## config.mk

```make
export PLATFORM = sky130hd
export DESIGN_NAME = utgsc_top
export DESIGN_NICKNAME = d
export VERILOG_FILES = /design/src/rtl/utgsc_pkg.sv /design/src/rtl/utgsc_top.sv
export SDC_FILE = /design/constraint.sdc
export NUM_CORES = 1
export LEC_CHECK = 0
export ABC_AREA = 1
export BUFFER_PORTS_ARGS = -buffer_cell sky130_fd_sc_hd__buf_2
export CAP_MARGIN = 20
export CORE_MARGIN = 5
export CORE_UTILIZATION = 40
export DETAILED_ROUTE_END_ITERATION = 10
export GPL_ROUTABILITY_DRIVEN = 0
export HOLD_SLACK_MARGIN = 0.1
export PLACE_DENSITY = 0.69
export SLEW_MARGIN = 20
export SYNTH_ARGS = -nofsm -noshare
export SYNTH_HDL_FRONTEND = slang
export SYNTH_SLANG_ARGS = --single-unit
export TNS_END_PERCENT = 10
```

## constraint.sdc

```tcl
create_clock -name clock -period 1.4 [get_ports clock]
set_input_delay 0.21 -clock clock [delete_from_list [all_inputs] [get_ports clock]]
set_output_delay 0.21 -clock clock [all_outputs]
set_load 0.01 [all_outputs]
```

## src/rtl/utgsc_pkg.sv

```systemverilog
// constants and types shared by the transmit gap and suspend control block
// assumes a 32-bit ahb-lite register bus and a baud tick in the peripheral clock domain
package utgsc_pkg;

  ////////////////////////////////////////////////////////////////////////////////
  // register indices; byte address is four times the index
  localparam logic [31:0] FFCT_IDX      = 32'h0000705c;
  localparam logic [31:0] PRI_IDX       = 32'h0000705f;
  localparam logic [31:0] IRQ_STAT_IDX  = 32'h00007060;
  localparam logic [31:0] IRQ_MASK_IDX  = 32'h00007061;
  localparam logic [31:0] FFCT_ADDR     = {FFCT_IDX[29:0], 2'b00};
  localparam logic [31:0] PRI_ADDR      = {PRI_IDX[29:0], 2'b00};
  localparam logic [31:0] IRQ_STAT_ADDR = {IRQ_STAT_IDX[29:0], 2'b00};
  localparam logic [31:0] IRQ_MASK_ADDR = {IRQ_MASK_IDX[29:0], 2'b00};

  ////////////////////////////////////////////////////////////////////////////////
  // field positions
  localparam int ABD_BIT     = 15;
  localparam int AUTOBAUD_DONE_CLEAR_BIT = 14;
  localparam int ALIGN_BIT   = 13;
  localparam int GAP_MSB     = 7;
  localparam int GAP_LSB     = 0;
  localparam int SUSP_MSB    = 4;
  localparam int SUSP_LSB    = 3;
  localparam int IRQ_ABD     = 0;
  localparam int IRQ_HALT    = 1;
  localparam int IRQ_W       = 2;

  ////////////////////////////////////////////////////////////////////////////////
  // reset values
  localparam logic [7:0]       GAP_RST   = 8'h00;
  localparam logic             ALIGN_RST = 1'b0;
  localparam logic             ABD_RST   = 1'b0;
  localparam logic [1:0]       SUSP_RST  = 2'h0;
  localparam logic [IRQ_W-1:0] STAT_RST  = 2'h0;
  localparam logic [IRQ_W-1:0] MASK_RST  = 2'h0;

  ////////////////////////////////////////////////////////////////////////////////
  // gap counter: 9 bits so the full range is representable
  localparam int           GAP_CNT_W     = 9;
  localparam logic [8:0]   TWO_STOP_TRIM = 9'h001;
  localparam logic [1:0]   SUSP_IMMEDIATE = 2'h0;
  localparam logic [1:0]   SUSP_COMPLETE  = 2'h2;

  typedef enum logic [1:0] {
    TX_READY,
    TX_LOAD,
    TX_SHIFT,
    TX_GAP
  } utgsc_tx_state_t;

endpackage

```

## src/rtl/utgsc_top.sv

```systemverilog
// transmit frame gap, auto-baud enable/flag and debug suspend control of a serial port
// assumes ahb-lite single word transfers, baud_tick one cycle wide per baud clock,
// and a shifter that raises tx_shift_busy after tx_load and drops it after the last stop bit
//
// Operation
// - auto-baud alignment is enabled only while control bit 13 of the fifo control register is one.
// - an 8-bit field in bits 7-0 sets a delay in baud clocks between transmit fifo to shifter moves.
// - the delay spans 0 up to 255 baud clock cycles.
// - in fifo mode the shifter is loaded only after it has finished its last bit, so the gap shows on the line.
// - with one stop bit the inserted gap equals the programmed value in baud clocks.
// - with two stop bits the inserted gap equals the programmed value minus one baud clock.
// - suspend field value 00 halts serial activity immediately on an emulation suspend.
// - suspend field value 10 finishes the receive or transmit in progress, then halts.
// - a one in the low suspend bit means free run, ignoring suspend.
// - reserved bits 7-5 and 2-0 of the suspend priority register read zero and ignore writes.
// - the auto-baud done flag at bit 15 sets when an A or a has been detected and reads zero before.
// - writing one to bit 14 clears the auto-baud done flag, writing zero does nothing, bit 14 reads zero.
//
// The AHB-Lite slave port is this design's own decision.
`timescale 1ns/1ns
module utgsc_top (
  input  wire logic        clock,
  input  wire logic        nrst,
  input  wire logic        hsel,
  input  wire logic [31:0] haddr,
  input  wire logic [1:0]  htrans,
  input  wire logic        hwrite,
  input  wire logic [2:0]  hsize,
  input  wire logic [31:0] hwdata,
  input  wire logic        hready,
  output logic             hreadyout,
  output logic             hresp,
  output logic [31:0]      hrdata,
  input  wire logic        tx_fifo_valid,
  input  wire logic [7:0]  tx_fifo_data,
  output logic             tx_fifo_pop,
  input  wire logic        fifo_mode,
  input  wire logic        two_stop_bits,
  input  wire logic        baud_tick,
  input  wire logic        tx_shift_busy,
  output logic             tx_load,
  output logic [7:0]       tx_load_data,
  input  wire logic        rx_busy,
  input  wire logic        emu_suspend,
  input  wire logic        autobaud_detected,
  output logic             autobaud_align_enable,
  output logic             serial_halt,
  output logic             irq
);

  ////////////////////////////////////////////////////////////////////////////////
  // bus and register state
  logic                        wr_pend_q, wr_pend_d;
  logic [31:0]                 wr_addr_q, wr_addr_d;
  logic [31:0]                 hrdata_d;
  logic [7:0]                  gap_q, gap_d;
  logic                        align_q, align_d;
  logic                        abd_q, abd_d;
  logic [1:0]                  susp_q, susp_d;
  logic [utgsc_pkg::IRQ_W-1:0] stat_q, stat_d;
  logic [utgsc_pkg::IRQ_W-1:0] mask_q, mask_d;
  logic [utgsc_pkg::IRQ_W-1:0] event_set;
  logic                        irq_d;
  logic                        acc;
  logic                        wr_ffct, wr_pri, wr_stat, wr_mask;

  // transmit and suspend state
  utgsc_pkg::utgsc_tx_state_t              st_q, st_d;
  logic [utgsc_pkg::GAP_CNT_W-1:0]         cnt_q, cnt_d;
  logic [utgsc_pkg::GAP_CNT_W-1:0]         gap_len;
  logic                                    load_d, pop_d;
  logic [7:0]                              load_data_d;
  logic                                    halt_q, halt_d;
  logic                                    free_run;

  ////////////////////////////////////////////////////////////////////////////////
  // register next values; read data is taken from the _d values so a read
  // straight after a write returns the new contents with no wait state
  always_comb begin
    acc       = hsel & htrans[1] & hready;
    wr_pend_d = acc & hwrite;
    wr_addr_d = haddr;
    wr_ffct   = wr_pend_q & (wr_addr_q == utgsc_pkg::FFCT_ADDR);
    wr_pri    = wr_pend_q & (wr_addr_q == utgsc_pkg::PRI_ADDR);
    wr_stat   = wr_pend_q & (wr_addr_q == utgsc_pkg::IRQ_STAT_ADDR);
    wr_mask   = wr_pend_q & (wr_addr_q == utgsc_pkg::IRQ_MASK_ADDR);

    gap_d   = wr_ffct ? hwdata[utgsc_pkg::GAP_MSB:utgsc_pkg::GAP_LSB] : gap_q;
    align_d = wr_ffct ? hwdata[utgsc_pkg::ALIGN_BIT] : align_q;
    // reserved bits never stored
    susp_d  = wr_pri ? hwdata[utgsc_pkg::SUSP_MSB:utgsc_pkg::SUSP_LSB] : susp_q;
    mask_d  = wr_mask ? hwdata[utgsc_pkg::IRQ_W-1:0] : mask_q;

    // detection only counts while alignment is enabled; set wins over clear
    event_set                     = '0;
    event_set[utgsc_pkg::IRQ_ABD]  = autobaud_detected & align_q;
    event_set[utgsc_pkg::IRQ_HALT] = halt_d & ~halt_q;
    abd_d = (abd_q & ~(wr_ffct & hwdata[utgsc_pkg::AUTOBAUD_DONE_CLEAR_BIT]))
          | event_set[utgsc_pkg::IRQ_ABD];
    stat_d = (stat_q & ~(wr_stat ? hwdata[utgsc_pkg::IRQ_W-1:0] : '0)) | event_set;
    irq_d  = |(stat_d & mask_d);

    hrdata_d = 32'h00000000;
    if (acc & ~hwrite) begin
      case (haddr)
        utgsc_pkg::FFCT_ADDR: begin
          // clear bit always reads zero
          hrdata_d[utgsc_pkg::ABD_BIT]                         = abd_d;
          hrdata_d[utgsc_pkg::ALIGN_BIT]                       = align_d;
          hrdata_d[utgsc_pkg::GAP_MSB:utgsc_pkg::GAP_LSB]      = gap_d;
        end
        utgsc_pkg::PRI_ADDR:      hrdata_d[utgsc_pkg::SUSP_MSB:utgsc_pkg::SUSP_LSB] = susp_d;
        utgsc_pkg::IRQ_STAT_ADDR: hrdata_d[utgsc_pkg::IRQ_W-1:0] = stat_d;
        utgsc_pkg::IRQ_MASK_ADDR: hrdata_d[utgsc_pkg::IRQ_W-1:0] = mask_d;
        default:                  hrdata_d = 32'h00000000;
      endcase
    end
  end

  always_ff @(posedge clock or negedge nrst) begin
    if (!nrst) begin
      wr_pend_q <= 1'b0;
      wr_addr_q <= 32'h00000000;
      hrdata    <= 32'h00000000;
      hreadyout <= 1'b0;
      hresp     <= 1'b0;
      gap_q     <= utgsc_pkg::GAP_RST;
      align_q   <= utgsc_pkg::ALIGN_RST;
      abd_q     <= utgsc_pkg::ABD_RST;
      susp_q    <= utgsc_pkg::SUSP_RST;
      stat_q    <= utgsc_pkg::STAT_RST;
      mask_q    <= utgsc_pkg::MASK_RST;
      irq       <= 1'b0;
      autobaud_align_enable <= utgsc_pkg::ALIGN_RST;
    end else begin
      wr_pend_q <= wr_pend_d;
      wr_addr_q <= wr_addr_d;
      hrdata    <= hrdata_d;
      hreadyout <= 1'b1;
      hresp     <= 1'b0;
      gap_q     <= gap_d;
      align_q   <= align_d;
      abd_q     <= abd_d;
      susp_q    <= susp_d;
      stat_q    <= stat_d;
      mask_q    <= mask_d;
      irq       <= irq_d;
      autobaud_align_enable <= align_d;
    end
  end

  ////////////////////////////////////////////////////////////////////////////////
  // suspend: the halt output freezes shifter and receiver, and stops new loads
  always_comb begin
    free_run = susp_q[0];
    halt_d   = 1'b0;
    if (!free_run && emu_suspend) begin
      if (susp_q == utgsc_pkg::SUSP_IMMEDIATE)
        halt_d = 1'b1;
      else
        // wait for both directions to go quiet before stopping
        halt_d = halt_q | ~(tx_shift_busy | rx_busy | (st_q == utgsc_pkg::TX_LOAD));
    end
  end

  always_ff @(posedge clock or negedge nrst) begin
    if (!nrst) begin
      halt_q      <= 1'b0;
      serial_halt <= 1'b0;
    end else begin
      halt_q      <= halt_d;
      serial_halt <= halt_d;
    end
  end

  ////////////////////////////////////////////////////////////////////////////////
  // transmit pacing; the holding stage never buffers ahead, it is loaded only
  // once the shifter is idle, otherwise the gap would be swallowed
  always_comb begin
    // two stop bits already give one extra idle baud clock
    if (two_stop_bits)
      gap_len = (gap_q == 8'h00) ? '0 : {1'b0, gap_q} - utgsc_pkg::TWO_STOP_TRIM;
    else
      gap_len = {1'b0, gap_q};
    st_d        = st_q;
    cnt_d       = cnt_q;
    load_d      = 1'b0;
    pop_d       = 1'b0;
    load_data_d = tx_load_data;
    case (st_q)
      utgsc_pkg::TX_READY: begin
        // a complete-mode suspend must not start a new frame
        if (tx_fifo_valid && !tx_shift_busy && !halt_q && !(emu_suspend && !free_run)) begin
          load_d      = 1'b1;
          pop_d       = 1'b1;
          load_data_d = tx_fifo_data;
          st_d        = utgsc_pkg::TX_LOAD;
        end
      end
      utgsc_pkg::TX_LOAD: begin
        if (tx_shift_busy)
          st_d = utgsc_pkg::TX_SHIFT;
      end
      utgsc_pkg::TX_SHIFT: begin
        if (!tx_shift_busy) begin
          cnt_d = gap_len;
          if (fifo_mode && gap_len != '0)
            st_d = utgsc_pkg::TX_GAP;
          else
            st_d = utgsc_pkg::TX_READY;
        end
      end
      utgsc_pkg::TX_GAP: begin
        // counter frozen while halted
        if (baud_tick && !halt_q) begin
          cnt_d = cnt_q - 9'h001;
          if (cnt_q == 9'h001)
            st_d = utgsc_pkg::TX_READY;
        end
      end
      default: st_d = utgsc_pkg::TX_READY;
    endcase
  end

  always_ff @(posedge clock or negedge nrst) begin
    if (!nrst) begin
      st_q         <= utgsc_pkg::TX_READY;
      cnt_q        <= '0;
      tx_load      <= 1'b0;
      tx_fifo_pop  <= 1'b0;
      tx_load_data <= 8'h00;
    end else begin
      st_q         <= st_d;
      cnt_q        <= cnt_d;
      tx_load      <= load_d;
      tx_fifo_pop  <= pop_d;
      tx_load_data <= load_data_d;
    end
  end

endmodule // utgsc_top

```

* Word level (Yosys, flattened, before mapping) *
Cells that the tools add are included.

cells by class
  $add $sub $neg = 2
  equality and inequality tests = 17
  muxes and demuxes = 28
  bitwise logic cells = 24
  reductions and logical operators = 19

operators by type and width
  operator                                               number
  equality test 32 x 17 -> 1 bit, second input constant  8
  2-to-1 mux 9 bit                                       4
  2-to-1 mux 2 bit                                       9
  one-hot mux 9 bit (2 select lines)                     1
  2-to-1 mux 16 bit                                      1
  bitwise AND 1 bit                                      12
  != test 2 bit, second input constant                   5
  equality test 9 x 1 -> 1 bit, second input constant    1
  nonzero test 9 bit                                     1
  subtractor 8 x 1 -> 9 bit, second input constant       1
  subtractor 9 x 1 -> 9 bit, second input constant       1
  logical NOT 8 bit                                      1
  2-to-1 mux 1 bit                                       8
  2-to-1 mux 8 bit                                       1
  one-hot mux 2 bit (4 select lines)                     1
  logical AND 1 bit                                      6
  one-hot mux 2 bit (3 select lines)                     1
  AND reduction 5 bit                                    1
  bitwise AND 2 bit                                      2
  equality test 2 bit, second input constant             2
  logical NOT 1 bit                                      4
  logical NOT 2 bit                                      2
  NOT 1 bit                                              4
  OR 1 bit                                               4
  other kinds (9)                                        9

storage, ports and cells
  register bits after elaboration = 88
  output and inout bits = 47

* Longest topological paths before layout *
  depth in word-level cells = 10
  depth in mapped cells = 13
  mapped depth without buffers = 13

* Worst setup path after synthesis *
Ideal clock, no wire load.

  kind = register -> register
  start = reg gap_q[1]
  end = reg st_q[0]
  setup time = 122 ps
  data arrival time = 1356 ps
  data required time = 1278 ps
  slack = -78 ps
  stages on the path, launching flop included = 13
  path buffers = 1
  period minus slack after synthesis = 1478 ps
  cells stage by stage = dfrtp_1 > inv_1 > ha_1 > inv_1 > nor2_1 > nand3_1 > buf_4 > nand3_1 > nand2_1 > nor2_1 > nand2_1 > nand2_1 > a21oi_1

on the way
  longest elaborated chain between the ends = 8
  elaborated cells between the ends (all ways) = 9
  classes of those cells = 1 x add/sub; 5 x mux; 3 x reduce/logical

ends and longest elaborated chain
  element                                                         RTL line          text
  start: declaration                                              utgsc_top.sv:56   logic [7:0] gap_q, gap_d;
  start signal: assignment                                        utgsc_top.sv:127  gap_q <= utgsc_pkg::GAP_RST;
  start signal: assignment                                        utgsc_top.sv:141  gap_q <= gap_d;
  subtractor 8 x 1 -> 9 bit or logical NOT 8 bit (tied branches)  utgsc_top.sv:182  gap_len = (gap_q == 8'h00) ? '0 : {1'b0, gap_q} - utgsc_pkg::TWO_STOP_TRIM;
  2-to-1 mux 9 bit                                                utgsc_top.sv:182
  2-to-1 mux 9 bit (*)                                            utgsc_top.sv:181  if (two_stop_bits)
  nonzero test 9 bit (*)                                          utgsc_top.sv:207  if (fifo_mode && gap_len != '0)
  logical AND 1 bit (*)                                           utgsc_top.sv:207
  2-to-1 mux 2 bit (*)                                            utgsc_top.sv:207
  2-to-1 mux 2 bit (*)                                            utgsc_top.sv:205  if (!tx_shift_busy) begin
  one-hot mux 2 bit (4 select lines) (*)                          utgsc_top.sv:190  case (st_q)
  end signal: assignment                                          utgsc_top.sv:227  st_q <= utgsc_pkg::TX_READY;
  end signal: assignment                                          utgsc_top.sv:233  st_q <= st_d;
  end: declaration                                                utgsc_top.sv:68   utgsc_pkg::utgsc_tx_state_t st_q, st_d;

Every way passes the cells marked *; elsewhere a longest branch is shown, timed or not. The select of a mux whose other input is x is not followed.
A chain may end at the register's enable or synchronous reset.

* Final worst setup path *
  start = reg gap_q[0]
  end = reg st_q[1]

Same word-level chain as after synthesis.

==> impl_metrics.env <==
export IMPL_grt_pass1_wl_microns=16200
export IMPL_avgRoutedWirePerCell_microns=11.8
export IMPL_num_antenna_cells=0
export IMPL_clockBufferDepth=2
export IMPL_num_rows=36
export IMPL_cts_sinks=82
export IMPL_dp_hpwl_microns=7210
export IMPL_fp_dieH_microns=110
export IMPL_finalCriticalPeriod_ns=1.59
export IMPL_synth_cell_types=36
export IMPL_antenna_found_initial=0
export IMPL_fin_util=0.608
export IMPL_total_power_mw=6.84
export IMPL_synth_warnings=0
export IMPL_register_area_sq_um=2050
export IMPL_htree_levels=3
export IMPL_dieArea_sq_um=12100
export IMPL_holdPathStages=3
export IMPL_cp_data_required_time_ns=1.65
export IMPL_synth_area_sq_um=4010
export IMPL_avgSynthCellArea_sq_um=7.97
export IMPL_final_area_sq_um=5950
export IMPL_period_share=1.14
export IMPL_insertion_delay_ns=0.36
export IMPL_yosysSeqAreaShare=0.512
export IMPL_power_leakage_nw=3.10
export IMPL_slew_viol_final=0
export IMPL_cts_root_buf="clkbuf_8"
export IMPL_pre_cts_ws_ns=-0.261
export IMPL_antenna_left=0
export IMPL_tritoncts="done"
export IMPL_setup_slack_ns=-0.194
export IMPL_synth_edff_count=0
export IMPL_ys_top_cells_by_area="dfrtp_1 (51%), nand2_1 (14%), nor2_1 (7.6%)"
export IMPL_multi_input_area_sq_um=1810
export IMPL_grt_overflow=0
export IMPL_ios=137
export IMPL_grt_busiest_layer="met2"
export IMPL_dieWidth_microns=110
export IMPL_initial_core_util=0.410
export IMPL_clk_pin_slew_ns=0.08
export IMPL_status="finished, violations left"
export IMPL_met1_usage=0.199
export IMPL_irDropWorstVdd_uv=577
export IMPL_finalHoldViolCount=0
export IMPL_drive_gt1_frac=0.309
export IMPL_grt_util_all_layers=0.171
export IMPL_wl_microns=9950
export IMPL_worstPathMaxFanout=4
export IMPL_grt_met2_usage=0.308
export IMPL_cts_buffers=9
export IMPL_setup_viol=30
export IMPL_timing_fmax_mhz=627
export IMPL_fill_cells=835
export IMPL_place_area_sq_um=4980
export IMPL_portBuffers=87
export IMPL_synth_top_area_frac=0.512
export IMPL_worst_setup_path_type="reg -> reg"
export IMPL_startpoint_type="flip-flop"
export IMPL_drv_cap=0
export IMPL_first_pass_iters=4
export IMPL_synth_flop_cell="dfrtp_1"
export IMPL_area_delta_synth_final_pct=48.3
export IMPL_nets=802
export IMPL_grt_max_degree=28
export IMPL_synth_top_area_cell="dfrtp_1"
export IMPL_powerDensity_nw_per_um2=1150
export IMPL_rsz0062_at_grt="true"
export IMPL_ys_seq_elements=82
export IMPL_hold_path_class="in -> reg"
export IMPL_drt_initial_drc_count=111
export IMPL_met3_usage=0.0361
export IMPL_synthCells=503
export IMPL_r2r_cells=12
export IMPL_grt_pass1_vias=3795
export IMPL_violations="setup timing"
export IMPL_vias=3798
export IMPL_arrival_ns=1.84
export IMPL_drc=0
export IMPL_ys_async_sr_fraction=1.00
export IMPL_yosys_cell_count_top_type="nand2_1"
export IMPL_worst_setup_path_end_kind="flip-flop"
export IMPL_ys_top_cells_by_count="nand2_1 (145), dfrtp_1 (82), nor2_1 (81)"
export IMPL_clock_skew_ns=0.00921
export IMPL_via_per_inst=4.49
export IMPL_fp_coreArea_sq_um=9770
==> report_power, final <==
part | leakage (nW) | total (mW) | internal (mW) | switching, mW
registers | 0.984 | 2.92 | 2.69 | 0.230
clock network | 0.116 | 1.95 | 1.02 | 0.923
logic | 2.00 | 1.97 | 0.915 | 1.05
total | 3.10 | 6.84 | 4.63 | 2.21
==> flip-flops by register name (all words and copies together), names as in the netlist, 2 cells and up <==
signal	count
susp_q	2
tx_load_data	8
stat_q	2
wr_addr_q	32
hrdata	10
st_q	2
gap_q	8
mask_q	2
cnt_q	9
==> layer usage <==
metal	wire, microns	vias up
met5	0	-
li1	-	1925
met2	5080	98
met4	191	0
met3	569	16
met1	4110	1759
==> final cells by class <==
type / instances / share of cell area
multi-input cells: 356 / 0.304
inverters: 58 / 0.0375
well taps: 133 / 0.0280
repair buffers: 201 / 0.248
clock buffers: 9 / 0.0208
flip-flops and latches: 82 / 0.345
clock inverters: 7 / 0.0166
==> metrics by stage <==
step                hold slack [ns]  setup TNS [ns]  instances
floorplan                   -0.0856         -0.0441        525
global placement              0.157           -2.78        775
detailed placement            0.161           -3.80        775
CTS                           0.104           -2.49        845
global route                  0.134           -8.04        846
finish                        0.124           -3.62        846
==> worst paths after layout <==
check / start / to / slack, ns
worst max register to register: gap_q[0]$_DFF_PN0_ / st_q[1]$_DFFE_PN0P_ / -0.19
worst min-delay path: emu_suspend / halt_q$_DFF_PN0_ / 0.12
worst max-delay path: gap_q[0]$_DFF_PN0_ / st_q[1]$_DFFE_PN0P_ / -0.19
worst min register to register: abd_q$_DFF_PN0_ / abd_q$_DFF_PN0_ / 0.48
min in group asynchronous: nrst / hreadyout$_DFF_PN0_ / 0.30
max in group asynchronous: nrst / tx_load$_DFF_PN0_ / 0.62
==> cells by family after synthesis <==
family,Yosys count,synth area share
AND/OR/NAND/NOR,278,0.288
buffers and inverters,87,0.108
flip-flops,82,0.512
AO/OA/AOI/OAI,42,0.0596
XOR/XNOR,8,0.0175
adder cells (fa/ha/maj),4,0.0125
other,2,0.00187
==> layout by cell type, fill, tap and decap left out, types with 8 or more instances in the layout <==
master	count
conb_1	24
o21ai_0	8
nand3_1	21
dfrtp_1	82
nor2_1	71
clkbuf_8	9
a21oi_1	16
inv_1	51
nand2_1	133
dlygate4sd3_1	51
buf_2	86
nor2_2	10
buf_4	57
==> repair_timing <==
action / CTS / global route
setup buffers: 3 / 1
setup endpoints to repair: 33 / 46
pin swaps: 9 / 15
hold buffers: 51 / 0
gates resized for setup: 22 / 32
endpoints found under the hold margin: 122 / 0
==> worst max-delay path, stage by stage (launching register included) <==
cell and delay, ns:
dfrtp_1 0.39, inv_2 0.12, ha_4 0.14, inv_2 0.03
nor2_1 0.08, nand3_1 0.10, buf_4 0.17, nand3_2 0.08
nand2_1 0.05, nor2_1 0.11, nand2_1 0.07, nand2_1 0.07
a21oi_1 0.06
Power figures use the tool's default switching activity.
